==> src/pkg/cap_pkg.sv <==
package cap_pkg;

  // ------------------------------------------------------------
  // register offsets (byte addresses, 16-bit bus)
  // ------------------------------------------------------------
  localparam logic [6:0] OFS_CTR   = 7'h00;
  localparam logic [6:0] OFS_PHS   = 7'h04;
  localparam logic [6:0] OFS_SLOT1 = 7'h08;
  localparam logic [6:0] OFS_SLOT2 = 7'h0c;
  localparam logic [6:0] OFS_SLOT3 = 7'h10;
  localparam logic [6:0] OFS_SLOT4 = 7'h14;
  localparam logic [6:0] OFS_CTL1  = 7'h28;
  localparam logic [6:0] OFS_CTL2  = 7'h2a;
  localparam logic [6:0] OFS_IEN   = 7'h2c;
  localparam logic [6:0] OFS_FLG   = 7'h2e;
  localparam logic [6:0] OFS_CLR   = 7'h30;
  localparam logic [6:0] OFS_FRC   = 7'h32;
  localparam logic [6:0] OFS_REV   = 7'h5c;

  // ------------------------------------------------------------
  // field positions
  // ------------------------------------------------------------
  localparam int CTL1_LDEN_BIT  = 8;
  localparam int CTL2_RUN_BIT   = 4;
  localparam int CTL2_SYNC_INPUT_EVENT_BIT = 5;
  localparam int CTL2_SYNCO_LSB = 6;
  localparam int CTL2_SWSYN_BIT = 8;
  localparam int CTL2_MODE_BIT  = 9;
  localparam int CTL2_POL_BIT   = 10;
  localparam int FLG_EVT_LSB    = 1;
  localparam int FLG_OVF_BIT    = 5;
  localparam int FLG_PRD_BIT    = 6;
  localparam int FLG_CMP_BIT    = 7;

  localparam logic [1:0]  SYNCO_PASS = 2'h0;
  localparam logic [1:0]  SYNCO_PRD  = 2'h1;

  // ------------------------------------------------------------
  // reset values and the control-2 write mask
  // ------------------------------------------------------------
  localparam logic [31:0] REG_RST = 32'h0;
  localparam logic [15:0] CTL_RST = 16'h0;
  localparam logic [15:0] CTL2_WMASK = 16'h06f0;

  typedef enum logic [3:0] {
    PTR_EV1 = 4'b0001,
    PTR_EV2 = 4'b0010,
    PTR_EV3 = 4'b0100,
    PTR_EV4 = 4'b1000
  } cap_ptr_type;

  typedef struct packed {
    logic        wr;
    logic        rd;
    logic [6:0]  addr;
    logic [15:0] wdata;
  } cap_bus_req_type;

  typedef struct packed {
    logic [31:0]       ctr;
    logic [31:0]       phs;
    logic [3:0][31:0]  slot;
    logic [15:0]       ctl1;
    logic [15:0]       ctl2;
    logic [15:0]       ien;
    logic [15:0]       flg;
    cap_ptr_type       ptr;
    logic [2:0]        cap_sy;
    logic [2:0]        syn_sy;
    logic [15:0]       rdata;
    logic              pwm;
    logic              sync;
  } cap_state_type;

endpackage

==> src/rtl/cap_unit.sv <==
`timescale 1ns/100ps
// Functional notes
// - in pwm mode a write to the active period or compare slot also lands in its shadow slot.
// - in pwm mode writes to slots three and four only load shadows, never the active values.
// - with active-high polarity the output is high for compare-value counts of each period.
// - with active-low polarity the compare value gives the low time instead.
// - with the period sync source, a sync pulse leaves whenever the running pwm-mode counter equals the period.
// - each of the four capture events uses its own edge polarity.
// - 32-bit registers are two 16-bit halves, low half at the lower address.
// - counter, phase and the four slots decode at 0h, 4h, 8h, Ch, 10h and 14h.
// - control, enable, flag, clear and force decode at 28h to 32h, revision at 5Ch.
// - in delta capture the counter is stored and cleared, and the event pointer advances, all in the same cycle.
// - the phase offset loads into the counter on a sync-in event or a software force.
// - in pwm mode slot one is the active period.
module cap_unit
  import cap_pkg::*;
#(
  parameter logic [31:0] REVISION = 32'h0000_0101  // arbitrary value
) (
  // clock and reset
  input  wire logic                     clk_i,
  input  wire logic                     rst_i,
  // register port
  input  wire cap_pkg::cap_bus_req_type bus_i,
  output logic [15:0]                   rdata_o,
  // pins
  input  wire logic                     capture_input_i,
  input  wire logic                     sync_input_event_i,
  output logic                          pwm_output_pin_o,
  output logic                          sync_output_o
);
  import cap_pkg::*;

  // ------------------------------------------------------------
  // decode and event qualification
  // ------------------------------------------------------------
  cap_state_type s;
  cap_state_type next_s;
  logic [6:0]    a32;
  logic [6:0]    a16;
  logic          hi;
  logic          pwm_mode;
  logic          run;
  logic          prd_hit;
  logic [1:0]    ptr_idx;
  logic          ev_pol;
  logic          ev_rst;
  logic          rise;
  logic          fall;
  logic          evt;
  logic          sync_evt;
  logic          sync_load;
  logic          wr_ctr;

  assign a32      = {bus_i.addr[6:2], 2'b00};
  assign a16      = {bus_i.addr[6:1], 1'b0};
  assign hi       = bus_i.addr[1];
  assign pwm_mode = s.ctl2[CTL2_MODE_BIT];
  assign run      = s.ctl2[CTL2_RUN_BIT];
  assign prd_hit  = pwm_mode && run && (s.ctr == s.slot[0]);
  assign ptr_idx  = {s.ptr[3] | s.ptr[2], s.ptr[3] | s.ptr[1]};
  // polarity and clear bits sit in pairs per event
  assign ev_pol   = s.ctl1[{ptr_idx, 1'b0}];
  assign ev_rst   = s.ctl1[{ptr_idx, 1'b1}];
  assign rise     = s.cap_sy[1] & ~s.cap_sy[2];
  assign fall     = ~s.cap_sy[1] & s.cap_sy[2];
  assign evt      = !pwm_mode && run && (ev_pol ? fall : rise);
  assign sync_evt = s.syn_sy[1] & ~s.syn_sy[2];
  assign wr_ctr   = bus_i.wr && (a32 == OFS_CTR);
  assign sync_load = (sync_evt && s.ctl2[CTL2_SYNC_INPUT_EVENT_BIT])
                  || (bus_i.wr && (a16 == OFS_CTL2) && bus_i.wdata[CTL2_SWSYN_BIT]);

  // ------------------------------------------------------------
  // next state
  // ------------------------------------------------------------
  always_comb begin
    logic [31:0] rw;
    logic [15:0] fset;
    logic [15:0] fclr;
    rw   = REG_RST;
    fset = CTL_RST;
    fclr = CTL_RST;
    next_s = s;
    // pins only reach logic after two flops
    next_s.cap_sy = {s.cap_sy[1:0], capture_input_i};
    next_s.syn_sy = {s.syn_sy[1:0], sync_input_event_i};

    if (run) begin
      next_s.ctr = s.ctr + 32'h1;
      if (!pwm_mode && (s.ctr == 32'hffff_ffff)) begin
        fset[FLG_OVF_BIT] = 1'b1;
      end
    end
    if (prd_hit) begin
      next_s.ctr = REG_RST;
      fset[FLG_PRD_BIT] = 1'b1;
      // shadows become active at the period boundary
      next_s.slot[0] = s.slot[2];
      next_s.slot[1] = s.slot[3];
    end
    if (pwm_mode && run && (s.ctr == s.slot[1])) begin
      fset[FLG_CMP_BIT] = 1'b1;
    end
    if (evt) begin
      if (s.ctl1[CTL1_LDEN_BIT]) begin
        next_s.slot[ptr_idx] = s.ctr;
      end
      if (ev_rst) begin
        next_s.ctr = REG_RST;
      end
      fset[FLG_EVT_LSB + int'(ptr_idx)] = 1'b1;
      case (s.ptr)
        PTR_EV1: next_s.ptr = PTR_EV2;
        PTR_EV2: next_s.ptr = PTR_EV3;
        PTR_EV3: next_s.ptr = PTR_EV4;
        PTR_EV4: next_s.ptr = PTR_EV1;
        default: next_s.ptr = PTR_EV1;
      endcase
    end
    if (sync_load) begin
      next_s.ctr = s.phs;
    end

    // each bus access touches one 16-bit half
    if (bus_i.wr) begin
      if (wr_ctr) begin
        if (hi) next_s.ctr[31:16] = bus_i.wdata;
        else next_s.ctr[15:0] = bus_i.wdata;
      end
      if (a32 == OFS_PHS) begin
        if (hi) next_s.phs[31:16] = bus_i.wdata;
        else next_s.phs[15:0] = bus_i.wdata;
      end
      // slots at 8h upward, one word apart
      for (int i = 0; i < 4; i++) begin
        if (a32 == 7'(OFS_SLOT1 + 7'(4 * i))) begin
          // slots three and four only take the write
          if (hi) next_s.slot[i][31:16] = bus_i.wdata;
          else next_s.slot[i][15:0] = bus_i.wdata;
          // active write mirrored into the shadow
          if (pwm_mode && (i < 2)) begin
            if (hi) next_s.slot[i | 2][31:16] = bus_i.wdata;
            else next_s.slot[i | 2][15:0] = bus_i.wdata;
          end
        end
      end
      case (a16)
        OFS_CTL1: next_s.ctl1 = bus_i.wdata;
        OFS_CTL2: next_s.ctl2 = bus_i.wdata & CTL2_WMASK;
        OFS_IEN:  next_s.ien = bus_i.wdata;
        OFS_CLR:  fclr = bus_i.wdata;
        OFS_FRC:  fset = fset | bus_i.wdata;
        default:  fclr = CTL_RST;
      endcase
    end
    // a flag raised in the clearing cycle survives
    next_s.flg = (s.flg & ~fclr) | fset;

    if (bus_i.rd) begin
      case (a32)
        OFS_CTR:   rw = s.ctr;
        OFS_PHS:   rw = s.phs;
        OFS_SLOT1: rw = s.slot[0];
        OFS_SLOT2: rw = s.slot[1];
        OFS_SLOT3: rw = s.slot[2];
        OFS_SLOT4: rw = s.slot[3];
        OFS_REV:   rw = REVISION;
        default:   rw = REG_RST;
      endcase
      next_s.rdata = hi ? rw[31:16] : rw[15:0];
      case (a16)
        OFS_CTL1: next_s.rdata = s.ctl1;
        OFS_CTL2: next_s.rdata = s.ctl2;
        OFS_IEN:  next_s.rdata = s.ien;
        OFS_FLG:  next_s.rdata = s.flg;
        default:  next_s.rdata = next_s.rdata;
      endcase
    end else begin
      next_s.rdata = CTL_RST;
    end

    // high while below compare; inverted when active low
    next_s.pwm = pwm_mode && ((s.ctr < s.slot[1]) ^ s.ctl2[CTL2_POL_BIT]);
    case (s.ctl2[CTL2_SYNCO_LSB +: 2])
      SYNCO_PASS: next_s.sync = sync_evt;
      SYNCO_PRD:  next_s.sync = prd_hit;
      default:    next_s.sync = 1'b0;
    endcase
  end

  // ------------------------------------------------------------
  // state register
  // ------------------------------------------------------------
  always_ff @(posedge clk_i or posedge rst_i) begin
    if (rst_i) begin
      s      <= '0;
      s.ptr  <= PTR_EV1;
    end else begin
      s <= next_s;
    end
  end

  assign rdata_o          = s.rdata;
  assign pwm_output_pin_o = s.pwm;
  assign sync_output_o    = s.sync;

  // ------------------------------------------------------------
  // checks
  // ------------------------------------------------------------
  a_mirror_period: assert property (@(posedge clk_i) disable iff (rst_i)
    bus_i.wr && pwm_mode && (a32 == OFS_SLOT1) && !hi
    |=> s.slot[2][15:0] == $past(bus_i.wdata) && s.slot[0][15:0] == $past(bus_i.wdata))
    else $error("active period write not mirrored");

  a_shadow_only: assert property (@(posedge clk_i) disable iff (rst_i)
    bus_i.wr && pwm_mode && (a32 == OFS_SLOT3) && !prd_hit |=> $stable(s.slot[0]))
    else $error("shadow write changed active period");

  a_pwm_high: assert property (@(posedge clk_i) disable iff (rst_i)
    pwm_mode && !s.ctl2[CTL2_POL_BIT] && (s.ctr == REG_RST) && (s.slot[1] != REG_RST)
    |=> pwm_output_pin_o)
    else $error("pwm not high at period start");

  a_pwm_low: assert property (@(posedge clk_i) disable iff (rst_i)
    pwm_mode && s.ctl2[CTL2_POL_BIT] && (s.ctr >= s.slot[1]) |=> pwm_output_pin_o)
    else $error("active low output wrong after compare");

  a_sync_period: assert property (@(posedge clk_i) disable iff (rst_i)
    prd_hit && (s.ctl2[CTL2_SYNCO_LSB +: 2] == SYNCO_PRD) |=> sync_output_o ##1 !sync_output_o)
    else $error("no sync pulse at period");

  a_edge_qual: assert property (@(posedge clk_i) disable iff (rst_i)
    !pwm_mode && run && (ev_pol ? rise : fall) |=> $stable(s.ptr))
    else $error("event taken on wrong edge");

  a_delta_clear: assert property (@(posedge clk_i) disable iff (rst_i)
    evt && ev_rst && s.ctl1[CTL1_LDEN_BIT] && !sync_load && !bus_i.wr
    |=> s.ctr == REG_RST && s.slot[$past(ptr_idx)] == $past(s.ctr) && s.ptr != $past(s.ptr))
    else $error("delta capture order broken");

  a_phase_load: assert property (@(posedge clk_i) disable iff (rst_i)
    sync_load && !wr_ctr |=> s.ctr == $past(s.phs))
    else $error("phase offset not loaded");

  a_shadow_xfer: assert property (@(posedge clk_i) disable iff (rst_i)
    prd_hit && !bus_i.wr |=> s.slot[0] == $past(s.slot[2]) && s.slot[1] == $past(s.slot[3]))
    else $error("shadow transfer missing");

  a_pass_sync: assert property (@(posedge clk_i) disable iff (rst_i)
    sync_evt && (s.ctl2[CTL2_SYNCO_LSB +: 2] == SYNCO_PASS) |=> sync_output_o)
    else $error("sync-in not forwarded");

  a_rev_read: assert property (@(posedge clk_i) disable iff (rst_i)
    bus_i.rd && (a32 == OFS_REV) && !hi |=> rdata_o == REVISION[15:0])
    else $error("revision low half wrong");

  a_mirror_compare: assert property (@(posedge clk_i) disable iff (rst_i)
    bus_i.wr && pwm_mode && (a32 == OFS_SLOT2) && hi
    |=> s.slot[3][31:16] == $past(bus_i.wdata) && s.slot[1][31:16] == $past(bus_i.wdata))
    else $error("active compare write not mirrored");

  a_shadow_compare: assert property (@(posedge clk_i) disable iff (rst_i)
    bus_i.wr && pwm_mode && (a32 == OFS_SLOT4) && !prd_hit |=> $stable(s.slot[1]))
    else $error("shadow write changed active compare");

  a_pwm_idle: assert property (@(posedge clk_i) disable iff (rst_i)
    !pwm_mode |=> !pwm_output_pin_o)
    else $error("pwm output active in capture mode");

  a_no_capture_pwm: assert property (@(posedge clk_i) disable iff (rst_i)
    pwm_mode |=> $stable(s.ptr))
    else $error("event taken in pwm mode");

  a_half_write: assert property (@(posedge clk_i) disable iff (rst_i)
    bus_i.wr && (a32 == OFS_PHS) && hi
    |=> s.phs[31:16] == $past(bus_i.wdata) && s.phs[15:0] == $past(s.phs[15:0]))
    else $error("high half write disturbed low half");

  a_rdata_idle: assert property (@(posedge clk_i) disable iff (rst_i)
    !bus_i.rd |=> rdata_o == 16'h0)
    else $error("read data not idle");

  a_flag_force: assert property (@(posedge clk_i) disable iff (rst_i)
    bus_i.wr && (a16 == OFS_FRC)
    |=> (s.flg & $past(bus_i.wdata)) == $past(bus_i.wdata))
    else $error("forced flag not set");

  a_ptr_onehot: assert property (@(posedge clk_i) disable iff (rst_i)
    $onehot(s.ptr))
    else $error("event pointer not one-hot");

  a_period_wrap: assert property (@(posedge clk_i) disable iff (rst_i)
    prd_hit && !sync_load && !wr_ctr |=> s.ctr == REG_RST)
    else $error("counter did not wrap at period");

endmodule

==> config.mk <==
export PLATFORM = sky130hd
export DESIGN_NAME = cap_unit
export DESIGN_NICKNAME = d
export VERILOG_FILES = /design/src/pkg/cap_pkg.sv /design/src/rtl/cap_unit.sv
export SDC_FILE = /design/constraint.sdc
export NUM_CORES = 1
export LEC_CHECK = 0
export ABC_AREA = 0
export BUFFER_PORTS_ARGS = -buffer_cell sky130_fd_sc_hd__buf_2
export CAP_MARGIN = 20
export CORE_MARGIN = 4
export CORE_UTILIZATION = 57
export CTS_CLUSTER_SIZE = 20
export DETAILED_ROUTE_END_ITERATION = 8
export GPL_TIMING_DRIVEN = 0
export PLACE_DENSITY_LB_ADDON = 0.3
export REMOVE_ABC_BUFFERS = 1
export SLEW_MARGIN = 30
export SYNTH_ARGS = -nofsm -noshare
export SYNTH_HDL_FRONTEND = slang
export SYNTH_SLANG_ARGS = --single-unit
==> constraint.sdc <==
create_clock -name clk_i -period 8.97 [get_ports clk_i]
set_input_delay 1.3455 -clock clk_i [delete_from_list [all_inputs] [get_ports clk_i]]
set_output_delay 1.3455 -clock clk_i [all_outputs]
set_load 0.01 [all_outputs]
# Word level (Yosys, flattened, before mapping)

Index checks and enable logic that the tools add are counted.

$add $sub $neg: 2
Order comparisons: 7
Eq/ne operators: 19
Mux-type cells: 63
Bitwise gates (word level): 15
Reductions and logical operators: 22

Operator list:

| kind                                                                  | number |
|---|---|
| 32-bit 2-to-1 mux                                                     | 16 |
| 16-bit 2-to-1 mux                                                     | 25 |
| 128-bit 2-to-1 mux                                                    | 2 |
| 240-bit 2-to-1 mux                                                    | 1 |
| 32-bit one-hot mux with 7 select lines                                | 1 |
| 128-bit bitwise mux                                                   | 1 |
| 32-bit demux with 2-bit select                                        | 1 |
| 32-bit equality test                                                  | 2 |
| 64-bit 2-to-1 mux                                                     | 1 |
| 16-bit one-hot mux with 4 select lines                                | 1 |
| 6-bit by 5-bit equality test with 1-bit output, second input constant | 6 |
| 32-bit by 1-bit adder with 32-bit output, second input constant       | 1 |
| 32-bit equality test, second input constant                           | 1 |
| 32-bit < comparator                                                   | 1 |
| 16-bit OR                                                             | 2 |
| 16-bit AND                                                            | 1 |
| 16-bit inverter                                                       | 1 |
| 8-bit by 16-bit OR with 16-bit output                                 | 1 |
| 3-bit by 5-bit < comparator with 1-bit output, second input constant  | 3 |
| 1-bit logical AND                                                     | 13 |
| 4-bit one-hot mux with 3 select lines                                 | 1 |
| 11-bit 2-to-1 mux                                                     | 1 |
| 5-bit by 2-bit equality test with 1-bit output, second input constant | 2 |
| 5-bit by 3-bit equality test with 1-bit output, second input constant | 2 |
| 24 further kinds                                                      | 41 |

Flip-flop bits (word level): 274
Bits of input ports: 29
Output and inout bits: 18
Logic and storage cells: 145

# Depth between registers and ports, before layout

Depth in word-level cells: 14
Depth in mapped cells: 10
Depth with buffers taken out: 8

# Least setup slack after synthesis

OpenSTA, ideal clock, no wires.

Path kind: input-to-reg
From: input bus_i[21] in the netlist's numbering
To: register s[236] in the netlist's numbering
Setup time: 0.125 ns
Arrival: 3.145 ns
Data required time: 8.845 ns
Slack: 5.701 ns
Stages: 6
Buffers on the path: 3
Cells stage by stage: clkbuf_1 > or3_1 > clkbuf_1 > nor3_1 > buf_2 > mux2_2

Word-level cells in the longest chain between the ends: 2

RTL lines:

| element                                        | RTL line        | text |
|---|---|---|
| from (decl)                                    | cap_unit.sv:24  | `input wire cap_pkg::cap_bus_req_type bus_i,` |
| 5-bit by 1-bit equality test with 1-bit output | cap_unit.sv:130 | `if (a32 == OFS_PHS) begin` |
| 3-bit AND reduction (no line)                  | -               |  |
| to (signal assigned)                           | cap_unit.sv:199 | `s <= next_s;` |
| to (decl)                                      | cap_unit.sv:37  | `cap_state_type s;` |

No other way between the ends.
A chain may end at the register's enable or synchronous reset.

==> impl_metrics.toml <==
[sta]
fin_crit_sh = 0.469
finalCriticalPeriod_ns = 4.21
final-setup-viol-count = 0
drv_slew = 0
fin_setup_tns_ns = 0
rsz0062_at_grt = "false"
slew_headroom = 0.294
fmax_ghz = 0.238
finalHoldViolCount = 0
tightest_slew_ns = 1.06
fin_worst_skew_ns = 0.0245

[floorplan]
die-height_um = 177
io_pins = 47
initial_core_util = 0.584
dieArea_sq_um = 31500
rows = 61
die_w_um = 177
core-area_sq_um = 28000

[layout]
nNetsFinal = 1690
area_growth_pct = 9.82
final_common_cell = "dfrtp_1"
fin_cells = 2021
post-route-util = 0.641
drive_above_1_share = 0.168
antennaDiodeCount = 0
final_cell_mix = "273 x dfrtp_1, 200 x nor2_1, 139 x mux2i_1"

[outcome]
outcome = "complete, no violations"

[setup_path]
critPathCapture = "s[282]"
critPathArrivalTime_ns = 4.67
worstPathCellList = "buf_2, nor4b_1, and2_1, a31oi_1, nand3_2, buf_16, o31ai_1"
max_stage_delay_ns = 0.90
worstReg2RegStart = "s[25]"
crit_fanout = 18
r2r_end = "s[282]"
crit_type = "in2reg"
slowest_stage = "a31oi_1"
cp-startpoint = "bus_i[20]"
start_kind = "input port"
rr_worst_depth = 7
critPathRequiredTime_ns = 9.43
rrSetupSlack_ns = 5.30
worstSetupEndpointType = "register"

[clocking]
clock_sinks = 274
cts-root-buf = "clkbuf_16"
ctsResizeCount = 0
clockBufferDepth = 3
cts_hold_buf = 0
htreeDepth = 1
cts_tree = "yes"
clock_latency_ns = 0.57
clk_pin_slew_worst_paths_ns = 0.06
postCtsSetupRepairBufs = 0
cts_buffers = 29

[yosys]
synth_edf_count = 0
yosys_most_used_dff = "dfrtp_1"
synthCells = 1683
synth_cell_types = 68
yosysSeqAreaShare = 0.419
synth_largest_area_cell = "dfrtp_1"
syn_area_per_cell_sq_um = 9.72
yosysWarnings = 0
netlist.area_leader.share = 0.418
synthesis.area_sq_um = 16400
yosys-top-cells-area = "dfrtp_1 42%, mux2i_1 8.5%, mux2_2 5.3%"
ys_seq_elements = 274
ys_async_sr_fraction = 1.00

[power]
ir_worst_vdd_mv = 0.157
powerDensity_nw_per_um2 = 212
leakage_nw = 7.67

[routing]
wl_per_cell_um = 26.7
drc = 0
first_pass_iters = 8
vias = 14211
antenna_left = 0
drt-total-wl_um = 53900
drt-initial-drc-count = 2214
viasPerCell = 7.03

[global_route]
grt_pass1_vias = 13724
grt_start_max_net_pins = 95
grt_usage = 0.337
antenna_found_initial = 0
grt_overflow_total = 0
grt_pass1_wl_um = 82000

[min_path]
worst_hold_path_type = "reg2reg"

[placed_design]
hpwlAfterDp_um = 35900
dp.cells = 1967
io_buffers = 45
routabilityCongestion = 0.940

[run]
cap_violations = 0
metrics by stage:
| step | hold WS (ns) | power (W) | setup WS, ns | cell area [sq um] |
|---|---|---|---|---|
| 2_1_floorplan | 0.331 | 0.00221 | 0.0741 | 15500 |
| 5_1_grt | 0.369 | 0.00396 | 4.63 | 18000 |
| 3_3_place_gp | 0.333 | 0.00249 | -3.34 | 16200 |
| 4_1_cts | 0.356 | 0.00378 | 4.91 | 18000 |
| 6_report | 0.352 | 0.00381 | 4.76 | 18000 |
| 3_5_place_dp | 0.336 | 0.00255 | 4.34 | 17000 |
layout make-up:
cell class                      instances  area (sq um)
Multi-Input combinational cell       1172          8610
Clock inverter                         14           158
Timing Repair Buffer                   95           867
Fill cell                            2240         10000
Tap cell                              378           473
Clock buffer                           40           807
Sequential cell                       274          6860
Inverter                               48           188
per-layer routing:
metal  vias to the layer above  GRT usage  wire, um
met4                         0      0.168      3200
li1                       6015          -         -
met3                       226     0.0682      6390
met1                      6919      0.465     20700
met2                      1051      0.508     23700
met5                         -          0         0
report_power, final:
part / internal (W) / leakage (nW) / switching, W
clock: 0.000716 / 0.474 / 0.000517
combinational: 0.000337 / 4.03 / 0.000468
sequential: 0.00145 / 3.17 / 0.000318
total: 0.00251 / 7.67 / 0.00130
cell usage after synthesis (31+ instances only):
| library cell | number |
|---|---|
| clkbuf_1 | 119 |
| xor2_1 | 49 |
| o31ai_1 | 36 |
| nor2_1 | 203 |
| mux2i_1 | 139 |
| dfrtp_1 | 273 |
| nand2_1 | 73 |
| a221oi_1 | 88 |
| a22oi_1 | 82 |
| inv_1 | 47 |
| nand3_1 | 40 |
| ha_1 | 41 |
| mux2_2 | 77 |
| buf_2 | 31 |
| a21oi_1 | 106 |
state kept, by name, summed over array words and instances (netlist names):
name              cells
rdata_o              16
next_s                4
pwm_mode              1
run                   1
pwm_output_pin_o      1
s                   250
sync_output_o         1
cells by family (layout without fill, tap and decap cells):
| group | count (synthesis) | in the layout | share of synthesized area |
|---|---|---|---|
| mux | 217 | 217 | 0.139 |
| buf+inv | 237 | 197 | 0.0640 |
| xor+xnor | 64 | 64 | 0.0343 |
| simple gates | 444 | 444 | 0.127 |
| fa+ha+maj | 41 | 41 | 0.0314 |
| compound gates | 406 | 406 | 0.185 |
| flops | 274 | 274 | 0.419 |
critical path, delay by kind of cell:
family          cells  cell delay, ns
compound gates      2            1.17
buf+inv             2            0.78
simple gates        3            1.35
worst min-delay path by stage:
| stage | from | to | slack [ns] | cells after the start |
|---|---|---|---|---|
| 2_1_floorplan | next_s[19] | next_s[20] | 0.33 | 0 |
| 3_3_place_gp | next_s[19] | next_s[20] | 0.33 | 0 |
| 3_5_place_dp | next_s[22] | next_s[23] | 0.34 | 0 |
| 4_1_cts | next_s[19] | next_s[20] | 0.36 | 0 |
| 5_1_grt | next_s[19] | next_s[20] | 0.37 | 0 |
| 6_report | next_s[19] | next_s[20] | 0.35 | 0 |
(Power assumes the default switching activity.)
